==> src/design/mgs_defs.svh <==
// constants of the management register bank slice: offsets, resets, field positions
// assumes inclusion by bare name from the package and the design modules
//
// Functional notes
// - clock observe output driven only while enable set
// - latched-low bit reads zero while condition present
// - latched-low bit holds zero until next read
// - latched-low reads one only if not occurred since last read
// - latched-high bit reads one while condition present
// - latched-high bit holds one until next read
// - latched-high reads zero only if not occurred since last read
// - second read separates past from persisting condition
// - clear-on-read counter zeroes when read
`ifndef MGS_DEFS_SVH
`define MGS_DEFS_SVH

// ------------------------------------------------------------------
// widths
// ------------------------------------------------------------------
`define MGS_DATA_W 16
`define MGS_ADDR_W 16

// ------------------------------------------------------------------
// register offsets
// ------------------------------------------------------------------
`define MGS_OFS_RSVD_CTRL_A 16'h0015
`define MGS_OFS_RSVD_CTRL_B 16'h0016
`define MGS_OFS_RSVD_CTRL_C 16'h0017
`define MGS_OFS_RSVD_STAT_A 16'h0018
`define MGS_OFS_RSVD_CTRL_D 16'h0019
`define MGS_OFS_RSVD_CTRL_E 16'h001a
`define MGS_OFS_RSVD_STAT_B 16'h001b
`define MGS_OFS_CLK_OBS_CTRL 16'h001c
`define MGS_OFS_RSVD_STAT_C 16'h001d
`define MGS_OFS_RSVD_CTRL_F 16'h001e
`define MGS_OFS_RSVD_CTRL_G 16'h001f
`define MGS_OFS_RSVD_STAT_D 16'h8000
`define MGS_OFS_RSVD_STAT_E 16'h8001
`define MGS_OFS_RSVD_STAT_F 16'h8002
`define MGS_OFS_RSVD_STAT_G 16'h8003
`define MGS_OFS_RSVD_STAT_H 16'h8004
`define MGS_OFS_RSVD_STAT_I 16'h8005
`define MGS_OFS_RSVD_STAT_J 16'h8006
`define MGS_OFS_RSVD_STAT_K 16'h8007
`define MGS_OFS_LATCHED_LOW 16'h8008
`define MGS_OFS_LATCHED_HIGH 16'h8009
`define MGS_OFS_EVENT_COUNT 16'h800a

// ------------------------------------------------------------------
// reset values
// ------------------------------------------------------------------
`define MGS_RST_RSVD_CTRL_A 16'h0023
`define MGS_RST_RSVD_CTRL_B 16'h0023
`define MGS_RST_RSVD_CTRL_C 16'h0008
`define MGS_RST_RSVD_STAT_A 16'h0000
`define MGS_RST_RSVD_CTRL_D 16'h0000
`define MGS_RST_RSVD_CTRL_E 16'h0000
`define MGS_RST_RSVD_STAT_B 16'h0000
`define MGS_RST_CLK_OBS_CTRL 16'h0001
`define MGS_RST_RSVD_STAT_C 16'h0200
`define MGS_RST_RSVD_CTRL_F 16'h0000
`define MGS_RST_RSVD_CTRL_G 16'h0000
`define MGS_RST_RSVD_STAT_HI 16'h0000
`define MGS_RST_ZERO 16'h0000
`define MGS_UNMAPPED_DATA 16'h0000

// ------------------------------------------------------------------
// fields
// ------------------------------------------------------------------
`define MGS_CLK_OBS_EN_BIT 14
`define MGS_CLK_OBS_EN_RST 1'b0
`define MGS_CNT_MAX 16'hffff
`define MGS_CNT_ONE 16'h0001

`endif

==> src/design/mgs_pkg.sv <==
// types shared by the management register bank slice
// assumes mgs_defs.svh is on the include path
`include "mgs_defs.svh"

package mgs_pkg;

  // ------------------------------------------------------------------
  // data and address types
  // ------------------------------------------------------------------
  typedef logic [`MGS_DATA_W-1:0] mgs_word_t;
  typedef logic [`MGS_ADDR_W-1:0] mgs_addr_t;

endpackage

==> src/design/mgs_lat_if.sv <==
// carrier between the register bank and one latched status bank
// assumes both ends run on the bank's single clock
interface mgs_lat_if;
  import mgs_pkg::*;

  mgs_word_t cond;
  logic rd;
  mgs_word_t value;

  // ------------------------------------------------------------------
  // the bank holds the sticky state, the user feeds conditions
  // ------------------------------------------------------------------
  modport bank (
    input cond,
    input rd,
    output value
  );
  modport user (
    output cond,
    output rd,
    input value
  );
endinterface

==> src/design/mgs_latch_bank.sv <==
// sixteen latched status bits of one polarity
// assumes rd is a one-cycle pulse on the cycle a read is taken
`include "mgs_defs.svh"

module mgs_latch_bank #(
  parameter bit ACTIVE_HIGH = 1'b1
) (
  input wire logic clk_i,
  input wire logic reset_i,
  mgs_lat_if.bank lat
);
  import mgs_pkg::*;

  mgs_word_t seen_q;
  mgs_word_t seen_d;
  mgs_word_t live;

  // ------------------------------------------------------------------
  // sticky memory of past conditions
  // ------------------------------------------------------------------
  // a condition present in the read cycle wins over the clear
  always_comb begin
    seen_d = lat.rd ? lat.cond : (seen_q | lat.cond);
  end

  always_ff @(posedge clk_i or posedge reset_i) begin
    if (reset_i) begin
      seen_q <= `MGS_RST_ZERO;
    end else begin
      seen_q <= seen_d;
    end
  end

  // ------------------------------------------------------------------
  // read value: present now or seen since the last read
  // ------------------------------------------------------------------
  assign live = lat.cond | seen_q;
  // latched-low inverts, so an absent and unseen condition reads one
  assign lat.value = ACTIVE_HIGH ? live : ~live;

endmodule

==> src/design/mgs_regbank.sv <==
// management register bank slice: reserved registers, clock observe control,
// latched-low, latched-high and clear-on-read status
// assumes the management host issues one-cycle requests synchronous to clk_i
`include "mgs_defs.svh"

module mgs_regbank (
  input wire logic clk_i,
  input wire logic reset_i,
  // management access port
  input wire logic mgmt_req_i,
  input wire logic mgmt_we_i,
  input wire mgs_pkg::mgs_addr_t mgmt_addr_i,
  input wire mgs_pkg::mgs_word_t mgmt_wdata_i,
  output logic mgmt_ack_o,
  output mgs_pkg::mgs_word_t mgmt_rdata_o,
  // monitored conditions and counted events
  input wire mgs_pkg::mgs_word_t ll_cond_i,
  input wire mgs_pkg::mgs_word_t lh_cond_i,
  input wire logic count_event_i,
  // clock observation
  input wire logic obs_clk_src_i,
  output logic clock_observe_enable_o,
  output logic clk_obs_p_o,
  output logic clk_obs_n_o,
  output logic clk_obs_oe_o
);
  import mgs_pkg::*;

  logic rd_stb;
  logic wr_stb;
  logic obs_en_q;
  mgs_word_t cnt_q;
  mgs_word_t cnt_d;
  mgs_word_t rdata_d;
  mgs_word_t obs_ctrl_rd;

  mgs_lat_if ll_if ();
  mgs_lat_if lh_if ();

  // ------------------------------------------------------------------
  // request decode
  // ------------------------------------------------------------------
  assign rd_stb = mgmt_req_i & ~mgmt_we_i;
  assign wr_stb = mgmt_req_i & mgmt_we_i;

  // ------------------------------------------------------------------
  // latched status banks
  // ------------------------------------------------------------------
  assign ll_if.cond = ll_cond_i;
  assign ll_if.rd = rd_stb && (mgmt_addr_i == `MGS_OFS_LATCHED_LOW);
  assign lh_if.cond = lh_cond_i;
  assign lh_if.rd = rd_stb && (mgmt_addr_i == `MGS_OFS_LATCHED_HIGH);

  mgs_latch_bank #(
    .ACTIVE_HIGH(1'b0)
  ) u_latched_low (
    .clk_i(clk_i),
    .reset_i(reset_i),
    .lat(ll_if.bank)
  );

  mgs_latch_bank #(
    .ACTIVE_HIGH(1'b1)
  ) u_latched_high (
    .clk_i(clk_i),
    .reset_i(reset_i),
    .lat(lh_if.bank)
  );

  // ------------------------------------------------------------------
  // clear-on-read event counter
  // ------------------------------------------------------------------
  // saturates rather than wraps so a busy link never reads as quiet;
  // an event in the read cycle is kept as the first count afterwards
  always_comb begin
    if (rd_stb && (mgmt_addr_i == `MGS_OFS_EVENT_COUNT)) begin
      cnt_d = count_event_i ? `MGS_CNT_ONE : `MGS_RST_ZERO;
    end else if (count_event_i && (cnt_q != `MGS_CNT_MAX)) begin
      cnt_d = mgs_word_t'(cnt_q + `MGS_CNT_ONE); // saturation above keeps the carry unused
    end else begin
      cnt_d = cnt_q;
    end
  end

  always_ff @(posedge clk_i or posedge reset_i) begin
    if (reset_i) begin
      cnt_q <= `MGS_RST_ZERO;
    end else begin
      cnt_q <= cnt_d;
    end
  end

  // ------------------------------------------------------------------
  // clock observe control
  // ------------------------------------------------------------------
  // only the enable bit is stored; the other bits keep their defaults
  always_ff @(posedge clk_i or posedge reset_i) begin
    if (reset_i) begin
      obs_en_q <= `MGS_CLK_OBS_EN_RST;
    end else if (wr_stb && (mgmt_addr_i == `MGS_OFS_CLK_OBS_CTRL)) begin
      obs_en_q <= mgmt_wdata_i[`MGS_CLK_OBS_EN_BIT];
    end
  end

  always_comb begin
    obs_ctrl_rd = `MGS_RST_CLK_OBS_CTRL;
    obs_ctrl_rd[`MGS_CLK_OBS_EN_BIT] = obs_en_q;
  end

  assign clock_observe_enable_o = obs_en_q;

  // ------------------------------------------------------------------
  // differential observation driver
  // ------------------------------------------------------------------
  // registered so the pair changes together; both legs rest low when off
  always_ff @(posedge clk_i or posedge reset_i) begin
    if (reset_i) begin
      clk_obs_p_o <= 1'b0;
      clk_obs_n_o <= 1'b0;
      clk_obs_oe_o <= 1'b0;
    end else begin
      clk_obs_p_o <= obs_en_q & obs_clk_src_i;
      clk_obs_n_o <= obs_en_q & ~obs_clk_src_i;
      clk_obs_oe_o <= obs_en_q;
    end
  end

  // ------------------------------------------------------------------
  // read multiplexer
  // ------------------------------------------------------------------
  // reserved registers hold no storage: writes vanish, reads give defaults
  always_comb begin
    unique case (mgmt_addr_i)
      `MGS_OFS_RSVD_CTRL_A: rdata_d = `MGS_RST_RSVD_CTRL_A;
      `MGS_OFS_RSVD_CTRL_B: rdata_d = `MGS_RST_RSVD_CTRL_B;
      `MGS_OFS_RSVD_CTRL_C: rdata_d = `MGS_RST_RSVD_CTRL_C;
      `MGS_OFS_RSVD_STAT_A: rdata_d = `MGS_RST_RSVD_STAT_A;
      `MGS_OFS_RSVD_CTRL_D: rdata_d = `MGS_RST_RSVD_CTRL_D;
      `MGS_OFS_RSVD_CTRL_E: rdata_d = `MGS_RST_RSVD_CTRL_E;
      `MGS_OFS_RSVD_STAT_B: rdata_d = `MGS_RST_RSVD_STAT_B;
      `MGS_OFS_CLK_OBS_CTRL: rdata_d = obs_ctrl_rd;
      `MGS_OFS_RSVD_STAT_C: rdata_d = `MGS_RST_RSVD_STAT_C;
      `MGS_OFS_RSVD_CTRL_F: rdata_d = `MGS_RST_RSVD_CTRL_F;
      `MGS_OFS_RSVD_CTRL_G: rdata_d = `MGS_RST_RSVD_CTRL_G;
      `MGS_OFS_RSVD_STAT_D,
      `MGS_OFS_RSVD_STAT_E,
      `MGS_OFS_RSVD_STAT_F,
      `MGS_OFS_RSVD_STAT_G,
      `MGS_OFS_RSVD_STAT_H,
      `MGS_OFS_RSVD_STAT_I,
      `MGS_OFS_RSVD_STAT_J,
      `MGS_OFS_RSVD_STAT_K: rdata_d = `MGS_RST_RSVD_STAT_HI;
      `MGS_OFS_LATCHED_LOW: rdata_d = ll_if.value;
      `MGS_OFS_LATCHED_HIGH: rdata_d = lh_if.value;
      `MGS_OFS_EVENT_COUNT: rdata_d = cnt_q;
      default: rdata_d = `MGS_UNMAPPED_DATA;
    endcase
  end

  // ------------------------------------------------------------------
  // answer register
  // ------------------------------------------------------------------
  // read data is captured in the taking cycle, so the clear that follows
  // the read can never corrupt the value returned
  always_ff @(posedge clk_i or posedge reset_i) begin
    if (reset_i) begin
      mgmt_rdata_o <= `MGS_RST_ZERO;
    end else if (rd_stb) begin
      mgmt_rdata_o <= rdata_d;
    end
  end

  always_ff @(posedge clk_i or posedge reset_i) begin
    if (reset_i) begin
      mgmt_ack_o <= 1'b0;
    end else begin
      mgmt_ack_o <= mgmt_req_i;
    end
  end

endmodule

==> config.mk <==
export PLATFORM = sky130hd
export DESIGN_NAME = mgs_regbank
export DESIGN_NICKNAME = d
export VERILOG_FILES = /design/src/design/mgs_pkg.sv /design/src/design/mgs_lat_if.sv /design/src/design/mgs_latch_bank.sv /design/src/design/mgs_regbank.sv
export VERILOG_INCLUDE_DIRS = /design/src /design/src/design
export SDC_FILE = /design/constraint.sdc
export NUM_CORES = 1
export LEC_CHECK = 0
export BUFFER_PORTS_ARGS = -buffer_cell sky130_fd_sc_hd__buf_2
export CORE_ASPECT_RATIO = 2
export CORE_UTILIZATION = 40
export DETAILED_ROUTE_END_ITERATION = 7
export REMOVE_ABC_BUFFERS = 1
export SYNTH_ARGS = -nofsm -noshare
export SYNTH_HDL_FRONTEND = slang
export SYNTH_SLANG_ARGS = --single-unit
==> constraint.sdc <==
create_clock -name clk_i -period 3.9 [get_ports clk_i]
set_input_delay 0.585 -clock clk_i [delete_from_list [all_inputs] [get_ports clk_i]]
set_output_delay 0.585 -clock clk_i [all_outputs]
set_load 0.01 [all_outputs]
# --- After elaboration in Yosys (flattened, before gate mapping) ---
# Index checks and enable logic that the tools add are counted.
totals:
  ff_bits: 69
op_classes:
  add_sub_neg: 1
  n_eq_ne: 9
  mux: 6
  bitwise_logic: 9
  n_reduce_logical: 7
op_table:
  columns: ["cell", "count"]
  rows:
  - ["$pmux 16 s7", 1]
  - ["$eq 16x5->1 const B", 5]
  - ["$mux 16", 4]
  - ["$eq 16x16->1 const B", 3]
  - ["$or 16x16->16", 2]
  - ["$add 16x1->16 const B", 1]
  - ["$ne 16x16->1 const B", 1]
  - ["$not 16->16", 1]
  - ["$logic_and 1x1->1", 5]
  - ["$and 1x1->1", 4]
  - ["$not 1->1", 2]
  - ["$reduce_bool 2->1", 1]
  - ["$reduce_or 2->1", 1]
  - ["$mux 1", 1]

# --- Logic depth before layout (Yosys ltp) ---
# Gate-level depths: netlist of the first run.
depth:
  depth_word: 4
  depth_mapped: 7
  ltp_nobuf: 6

# --- Hierarchy ---
# A second synthesis of the first run with hierarchy kept.
hier_totals:
  hier_cells: 341
  hier_area_um2: 3400.8
by_module_without_submodules:
  columns: ["module", "instances", "cells_per_inst", "area_per_inst_um2", "seq_area_each_um2"]
  rows:
  - ["mgs_regbank", 1, 239, 2147.1, 925.9]
  - ["mgs_latch_bank (u_latched_high)", 1, 51, 646.9, 400.4]
  - ["mgs_latch_bank (u_latched_low)", 1, 51, 606.8, 400.4]

# --- Worst setup path after synthesis of the first run ---
# OpenSTA, ideal clock, no wires.
synth_timing:
  kind: "input port to flip-flop"
  startpoint: "input port mgmt_addr_i[10]"
  endpoint: "register u_latched_low.seen_q[0]"
  setup_ns: 0.118
  t_arrival_ns: 2.099
  required_time_ns: 3.782
  path_slack_ns: 1.682
  path_stages: 7
  path_buffers: 3
  path_cell_list: "nor4_4 -> nand4_4 -> or4_1 -> buf_6 -> buf_8 -> buf_6 -> a21o_1"
synth_between:
  elab_chain_len: 3
synth_rtl:
  columns: ["element", "line_no", "source"]
  rows:
  - ["start, declared", "mgs_regbank.sv:12", "input wire mgs_pkg::mgs_addr_t mgmt_addr_i,"]
  - ["$eq 16x16->1", null, null]
  - ["$logic_and 1x1->1", "mgs_regbank.sv:50", "assign ll_if.rd = rd_stb && (mgmt_addr_i == `MGS_OFS_LATCHED_LOW);"]
  - ["$mux 16", "mgs_latch_bank.sv:23", "seen_d = lat.rd ? lat.cond : (seen_q | lat.cond);"]
  - ["named net u_latched_low.seen_d[0]", "mgs_latch_bank.sv:15", "mgs_word_t seen_d;"]
  - ["end signal, assigned", "mgs_latch_bank.sv:28", "seen_q <= `MGS_RST_ZERO;"]
  - ["end signal, assigned", "mgs_latch_bank.sv:30", "seen_q <= seen_d;"]
  - ["end, declared", "mgs_latch_bank.sv:14", "mgs_word_t seen_q;"]
# The timed path passes the listed nets, and every way through them passes these cells.
# A chain may end at the register's enable or synchronous reset.

# --- Worst setup path in the final report of the first run ---
layout_timing:
  startpoint: "input port mgmt_addr_i[10]"
  endpoint: "register mgmt_rdata_o[4]"
layout_between:
  elab_chain_len: 3
  word_cells_on_any_way: 10
  cone_classes: "eq/ne (8); mux (1); reduce/logical (1)"
layout_rtl:
  columns: ["element", "line_no", "source"]
  rows:
  - ["$eq 16x5->1", "mgs_regbank.sv:133", "unique case (mgmt_addr_i)"]
  - ["$reduce_or 2->1 (no line)", null, null]
  - ["$pmux 16 s7 (*)", "mgs_regbank.sv:133", null]
  - ["end signal, assigned", "mgs_regbank.sv:167", "mgmt_rdata_o <= `MGS_RST_ZERO;"]
  - ["end signal, assigned", "mgs_regbank.sv:169", "mgmt_rdata_o <= rdata_d;"]
  - ["end, declared", "mgs_regbank.sv:15", "output mgs_pkg::mgs_word_t mgmt_rdata_o,"]
# Mark *: on every way between the ends. The rest lies on a longest branch, timed or not.

==> out/qor.csv, run 1 <==
stage;metric;value;unit
placement;IO buf count;75;
yosys;register area share after synthesis;52.1;%
cts;PostCTS Resize Cnt;0;
floorplan;Die ar.;8670;um2
cts;root buffer cell;clkbuf_16;
yosys;Synth Instances;316;
power_and_ir_drop;Power Total;1910;uW
sta;fin crit period;2.54;ns
sta;RSZ-0062 raised after global routing;no;
power_and_ir_drop;Pwr per Cell Area;464;nW/um2
final_layout;Fillers;740;
worst_hold_path;Worst Hold Class;in2reg;
yosys;Yosys top cell area share;52.1;%
setup_path;Critical Path End Type;flop;
routing;Iteration-0 DRC Markers;113;
sta;max-slew violation count;0;
final_layout;Area growth, synth to finish;24.0;%
grt;GRT Total Usage;20.1;%
grt;pin count of the biggest net entering global routing;44;
cts;Clock transition at path regs;0.05;ns
sta;Setup violations, final;0;
cts;Sink Count;69;
cts;TritonCTS clock tree;yes;
final_layout;Final nets;464;
floorplan;die width;66.4;um
yosys;cells taking the most area after synthesis;dfrtp_1 (52%), a21o_1 (7.3%), nor2_1 (5.1%), nand2_1 (3.5%), xor2_1 (3.4%);
routing;Residual DRC;0;
placement;dpl ws;1.04;ns
routing;via count;2704;
yosys;mapped cell area;3310;um2
yosys;Post-synth EDFFs;0;
grt;GR Overflow Total;0;
sta;period utilization;65.1;%
cts;hold buffers post-CTS;0;
setup_path;Crit path required time;4.17;ns
setup_path;Max FO, Critical Path;26;
sta;Hold WS;0.388;ns
final_layout;antenna cells;0;
floorplan;CORE AREA;8000;um2
grt;first-pass GRT wire length;12.7;mm
setup_path;Critical Path Source Type;input pin;
grt;antenna violations before repair;0;
routing;drt wl/cell;15.9;um
yosys;synth warn;0;
sta;Highest Clock Rate;394;MHz
floorplan;IO Count;91;
setup_path;kind of critical path;in2reg;
sta;slew margin rel.;30.0;%
sta;worst slew pin tran;1.05;ns
routing;antenna viol nets, final;0;
sta;Setup TNS;0;ns
cts;Clock Latency Late Sink;0.33;ns
routing;Vias/cell;5.48;
power_and_ir_drop;worst vdd ir;0.364;mV
cts;clk buf depth;2;
setup_path;WP data arrival;2.80;ns
cts;Post-CTS Repair Setup Buffers;0;
routing;first-pass iteration count of the detailed router;4;
final_layout;fraction of layout instances using a drive strength above 1;26.7;%
yosys;syn avg cell area;10.5;um2
power_and_ir_drop;Lkg Pwr;0.00188;uW
cts;number of buffers created by CTS;9;
yosys;area leader, netlist;dfrtp_1;
sta;Clock Skews;0.00916;ns
yosys;Distinct cells, synth;48;
floorplan;height of the chip;131;um
flow_run;max_cap viols;0;
sta;Final Hold Fails;0;
outcome;status;finished clean;
yosys;asr flop ratio synth;100;%
routing;WL final;7.84;mm
cts;H-tree lvl count;3;
sta;Setup WS post-layout;1.36;ns
grt;vias in the first global route;2693;
floorplan;starting density of the core;41.4;%
placement;Routability Congestion;0.763;
yosys;Synth Flop Type;dfrtp_1;
floorplan;row count;46;
yosys;#FFs+latches synth;69;
placement;HPWL Detailed;5.63;mm
state kept, by name, indices dropped and copies added (netlist names):
name / flops
cnt_q: 16
mgmt_rdata_o: 16
u_latched_high.seen_q: 16
u_latched_low.seen_q: 16
clk_obs_n_o: 1
clk_obs_oe_o: 1
clk_obs_p_o: 1
clock_observe_enable_o: 1
mgmt_ack_o: 1
layout make-up:
| type | count | area [um2] | area share, % |
|---|---|---|---|
| flip-flops and latches | 69 | 1730 | 42.0 |
| multi-input cells | 232 | 1490 | 36.2 |
| repair buffers | 79 | 405 | 9.87 |
| clock buffers | 11 | 243 | 5.91 |
| clock inverters | 4 | 120 | 2.92 |
| well taps | 96 | 120 | 2.92 |
| inverters | 2 | 7.51 | 0.183 |
stage by stage:
stage | utilization, % | cell area [um2] | instances
2_1_floorplan | - | 3220 | 303
3_3_place_gp | 46.8 | 3750 | 478
3_5_place_dp | 46.8 | 3750 | 478
4_1_cts | 51.4 | 4110 | 493
5_1_grt | 51.4 | 4110 | 493
6_report | 51.4 | 4110 | 493
cells in the final DEF, fill, tap and decap left out, types with 2 or more instances in the layout:
cell       instances
nor2b_1            2
xor2_1            13
nor4_4             3
nand3_1           11
or4_1              2
o21ai_0           10
a22o_1             2
a21oi_1            7
and4_1             5
nand4_1            8
nand2_1           31
nor2_1            45
clkbuf_16          9
a211o_1           10
and3_1             4
a21o_1            32
bufinv_16          4
dfrtp_1           69
a31oi_1            3
nand2b_1           3
o22ai_1            2
nor4_1             2
nand3b_1           3
o31ai_1            8
nor3_1             3
o31ai_2            3
buf_2             75
and2_1             2
buf_4              4
cells by family (layout without fill, tap and decap cells):
| kind of cell | count (synthesis) | count (layout) | synth area share (%) |
|---|---|---|---|
| flops | 69 | 69 | 52.1 |
| fa+ha+maj | 1 | 1 | 0.378 |
| compound gates | 86 | 86 | 19.3 |
| simple gates | 130 | 130 | 21.1 |
| xor+xnor | 13 | 13 | 3.44 |
| buf+inv | 15 | 96 | 3.02 |
| mux | 2 | 2 | 0.642 |
routing by layer:
metal / GRT usage [%] / share of wire, % / up-vias
li1: - / - / 1296
met4: 8.76 / 2.0 / 0
met2: 37.8 / 58 / 69
met5: 0 / 0 / -
met3: 4.69 / 3.5 / 12
met1: 20.4 / 37 / 1327
Yosys cell counts, types with 2 or more instances:
cell and instances:
o22ai_1 2, dfrtp_1 69, nand4_1 8, and4_1 5, a211o_1 10, nand2b_1 3, a22o_1 2, nor4_1 2
nor4_4 3, o31ai_2 3, nand3b_1 3, nor2b_1 2, nor3_1 3, clkbuf_1 6, nor2_1 45, xor2_1 13
a31oi_1 3, and3_1 4, a21oi_1 7, nand2_1 31, nand3_1 11, and2_1 2, a21o_1 32, o21ai_0 10
buf_2 2, or4_1 2, inv_1 2, buf_6 4, o31ai_1 8
power by group:
| group | internal (uW) | leakage, uW | total (uW) | switching (uW) |
|---|---|---|---|---|
| logic | 56.6 | 0.000923 | 135 | 77.9 |
| clock network | 703 | 0.000176 | 984 | 282 |
| registers | 742 | 0.000785 | 787 | 44.7 |
path summary, 6_finish.rpt:
check                      slack (ns)       startpoint                         to  cells after the start
setup / recovery                 1.36  mgmt_addr_i[10]            mgmt_rdata_o[4]                      6
hold / removal                   0.39       mgmt_req_i                 mgmt_ack_o                      1
setup reg to reg                 2.05         cnt_q[0]                   cnt_q[0]                      6
hold reg to reg                  0.46  mgmt_rdata_o[1]            mgmt_rdata_o[1]                      2
max in group asynchronous        2.67          reset_i  u_latched_high.seen_q[11]                      3
min in group asynchronous        0.46          reset_i            mgmt_rdata_o[4]                      2
worst max-delay path: stages:
cell	delay, ns
buf_2	0.11
nor4_4	0.40
nand4_4	0.20
or4_1	0.92
o31ai_1	0.43
a211o_1	0.14
Note: power is estimated with default switching activity, not from simulation.
==> inputs of run 2 (changes only) <==
--- a/config.mk
+++ b/config.mk
@@ -10,6 +10,7 @@
 export CORE_ASPECT_RATIO = 2
 export CORE_UTILIZATION = 40
 export DETAILED_ROUTE_END_ITERATION = 7
+export PLACE_DENSITY = 0.66
 export REMOVE_ABC_BUFFERS = 1
 export SYNTH_ARGS = -nofsm -noshare
 export SYNTH_HDL_FRONTEND = slang
==> constraint.sdc (replaced) <==
create_clock -name clk_i -period 2.1 [get_ports clk_i]
set_input_delay 0.315 -clock clk_i [delete_from_list [all_inputs] [get_ports clk_i]]
set_output_delay 0.315 -clock clk_i [all_outputs]
set_load 0.01 [all_outputs]
==> out/qor.csv, run 2 (synthesis results as in run 1) <==
stage;metric;value;unit;change
outcome;status;finished clean;;unchanged
sta;Final Hold Fails;0;;unchanged
setup_path;kind of critical path;reg2reg;;was in2reg
sta;Clock Skews;0.00786;ns;was 0.00916 ns
final_layout;fraction of layout instances using a drive strength above 1;29.1;%;was 26.7%
cts;Sink Count;69;;unchanged
cts;Clock Latency Late Sink;0.33;ns;about the same
routing;WL final;7.94;mm;was 7.84 mm
power_and_ir_drop;worst vdd ir;0.543;mV;was 0.364 mV
final_layout;Area growth, synth to finish;25.3;%;was 24.0%
setup_path;Stages on worst setup path;6;;unchanged
power_and_ir_drop;Reg power frac;44.9;%;was 41.3%
floorplan;IO Count;91;;unchanged
setup_path;CP max-delay cell;dfrtp_1;;was or4_1
sta;slew margin rel.;72.7;%;was 30.0%
final_layout;Final nets;475;;was 464
grt;GR Overflow Total;0;;unchanged
final_layout;fin cells;505;;was 493
power_and_ir_drop;internal power;2470;uW;was 1500 uW
routing;drt wl/cell;15.7;um;was 15.9 um
power_and_ir_drop;Pwr per Cell Area;784;nW/um2;was 464 nW/um2
routing;first-pass iteration count of the detailed router;4;;unchanged
setup_path;Bufs and invs on worst path;0;;was 1
cts;hold buffers post-CTS;0;;unchanged
sta;Setup violations, final;0;;unchanged
sta;Setup TNS;0;ns;unchanged
routing;via count;2724;;was 2704
sta;max-slew violation count;0;;unchanged
floorplan;die width;66.4;um;unchanged
setup_path;CP cell instances;ha_1, and4_1, nand4_1, nand2_1, a2bb2oi_1, nand2_1;;was buf_2, nor4_4, nand4_4, or4_1, o31ai_1, a211o_1
sta;Highest Clock Rate;546;MHz;
routing;Residual DRC;0;;unchanged
cts;number of buffers created by CTS;9;;unchanged
power_and_ir_drop;P_sw;785;uW;was 404 uW
power_and_ir_drop;Lkg Pwr;0.00191;uW;was 0.00188 uW
final_layout;most frequent cells in the layout;buf_2 (75), dfrtp_1 (69), nor2_1 (45);;unchanged
final_layout;Fillers;756;;was 740
placement;Routability Congestion;0.800;;was 0.763
setup_path;Critical Path End Type;flop;;unchanged
setup_path;Reg2Reg Depth;6;;unchanged
setup_path;Worst R2R Setup Slack;0.27;ns;was 2.05 ns
floorplan;Die ar.;8670;um2;unchanged
routing;Vias/cell;5.39;;was 5.48
setup_path;CP most frequent cell;nand2_1;;
placement;dpl ws;0.0136;ns;was 1.04 ns
power_and_ir_drop;Clk network pwr share;47.2;%;was 51.7%
sta;period utilization;87.2;%;
cts;TritonCTS clock tree;yes;;unchanged
placement;HPWL Detailed;5.80;mm;was 5.63 mm
grt;GRT Total Usage;20.6;%;was 20.1%
final_layout;Storage cell area;1730;um2;unchanged
cts;H-tree lvl count;3;;unchanged
cts;root buffer cell;clkbuf_16;;unchanged
cts;clk buf depth;2;;unchanged
final_layout;antenna cells;0;;unchanged
sta;fin crit period;1.83;ns;
cts;PostCTS Resize Cnt;0;;unchanged
setup_path;crit-path max cell delay;0.44;ns;was 0.92 ns
sta;RSZ-0062 raised after global routing;no;;unchanged
grt;pin count of the biggest net entering global routing;70;;was 44
power_and_ir_drop;combinational power share;7.9;%;was 7.1%
setup_path;Critical Path Source Type;flop;;was input pin
floorplan;CORE AREA;8000;um2;unchanged
setup_path;WP data arrival;2.05;ns;was 2.80 ns
placement;number of instances in the placed design;489;;was 478
grt;first-pass GRT wire length;13.0;mm;was 12.7 mm
grt;antenna violations before repair;0;;unchanged
placement;IO buf count;75;;unchanged
sta;worst slew pin tran;0.409;ns;was 1.05 ns
final_layout;most common cell after layout, fill and taps aside;buf_2;;unchanged
routing;antenna viol nets, final;0;;unchanged
floorplan;height of the chip;131;um;unchanged
setup_path;largest delay contributor family on the critical path;simple AND/OR/NAND/NOR gates;;unchanged
setup_path;Max FO, Critical Path;9;;was 26
floorplan;row count;46;;unchanged
power_and_ir_drop;switching share of total power;24.1;%;was 21.2%
final_layout;Multi-input gate area;1490;um2;unchanged
grt;vias in the first global route;2813;;was 2693
sta;Setup WS post-layout;0.269;ns;was 1.36 ns
flow_run;max_cap viols;0;;unchanged
cts;Clock transition at path regs;0.06;ns;was 0.05 ns
routing;Iteration-0 DRC Markers;133;;was 113
worst_hold_path;Worst Hold Class;in2async;;was in2reg
cts;Post-CTS Repair Setup Buffers;0;;unchanged
setup_path;Crit path required time;2.31;ns;was 4.17 ns
floorplan;starting density of the core;41.4;%;unchanged
-- run 2: changes by cell type in the layout (fill, tap and decap cells not counted), sizes merged --
cell / delta
buf: +11
bufinv: -3
clkinv: +2
clkinvlp: +2
-- run 2: power by group through the flow --
| stage | combinational, uW | sequential (uW) | clock [uW] |
|---|---|---|---|
| CTS | 260 | 1460 | 1570 |
| finish | 257 | 1460 | 1540 |
| floorplan | 137 | 1460 | 0 |
| detailed placement | 259 | 1480 | 0 |
| global route | 290 | 1480 | 1630 |
| global placement | 252 | 1480 | 0 |
-- run 2: stage by stage --
stage	hold slack [ns]	total power [uW]	utilization (%)	area (um2)
6_report	0.0325	3260	51.9	4150
5_1_grt	0.0703	3400	51.9	4150
4_1_cts	0.0601	3300	51.9	4150
3_5_place_dp	0.415	1740	48.0	3840
3_3_place_gp	0.415	1730	48.0	3840
2_1_floorplan	0.346	1590	-	3220
-- run 2: worst paths after layout --
| kind | startpoint | endpoint |
|---|---|---|
| hold reg to reg | mgmt_rdata_o[5] | mgmt_rdata_o[5] |
| max in group asynchronous | reset_i | u_latched_low.seen_q[13] |
| setup / recovery | cnt_q[0] | cnt_q[0] |
| min in group clk_i | mgmt_req_i | mgmt_ack_o |
| setup reg to reg | cnt_q[0] | cnt_q[0] |
| hold / removal | reset_i | u_latched_high.seen_q[7] |
-- run 2: worst min-delay path: stages --
cell and delay (ns):
buf_2 0.10, inv_2 0.06, buf_12 0.29
-- run 2: per-layer routing --
metal	vias up	GRT usage, %	share of wire, %
met1	1304	21.6	37
met4	0	12.0	3.6
met5	-	0	0
li1	1327	-	-
met2	71	37.0	56
met3	22	3.99	3.8
-- run 2: final cells by class --
cell class                 count  area share, %
tap                           96           2.89
clock buffer                  11           6.09
multi-input combinational    232           35.8
inverter                       2          0.181
clock inverter                 5           1.42
sequential                    69           41.6
timing repair buffer          90           12.1
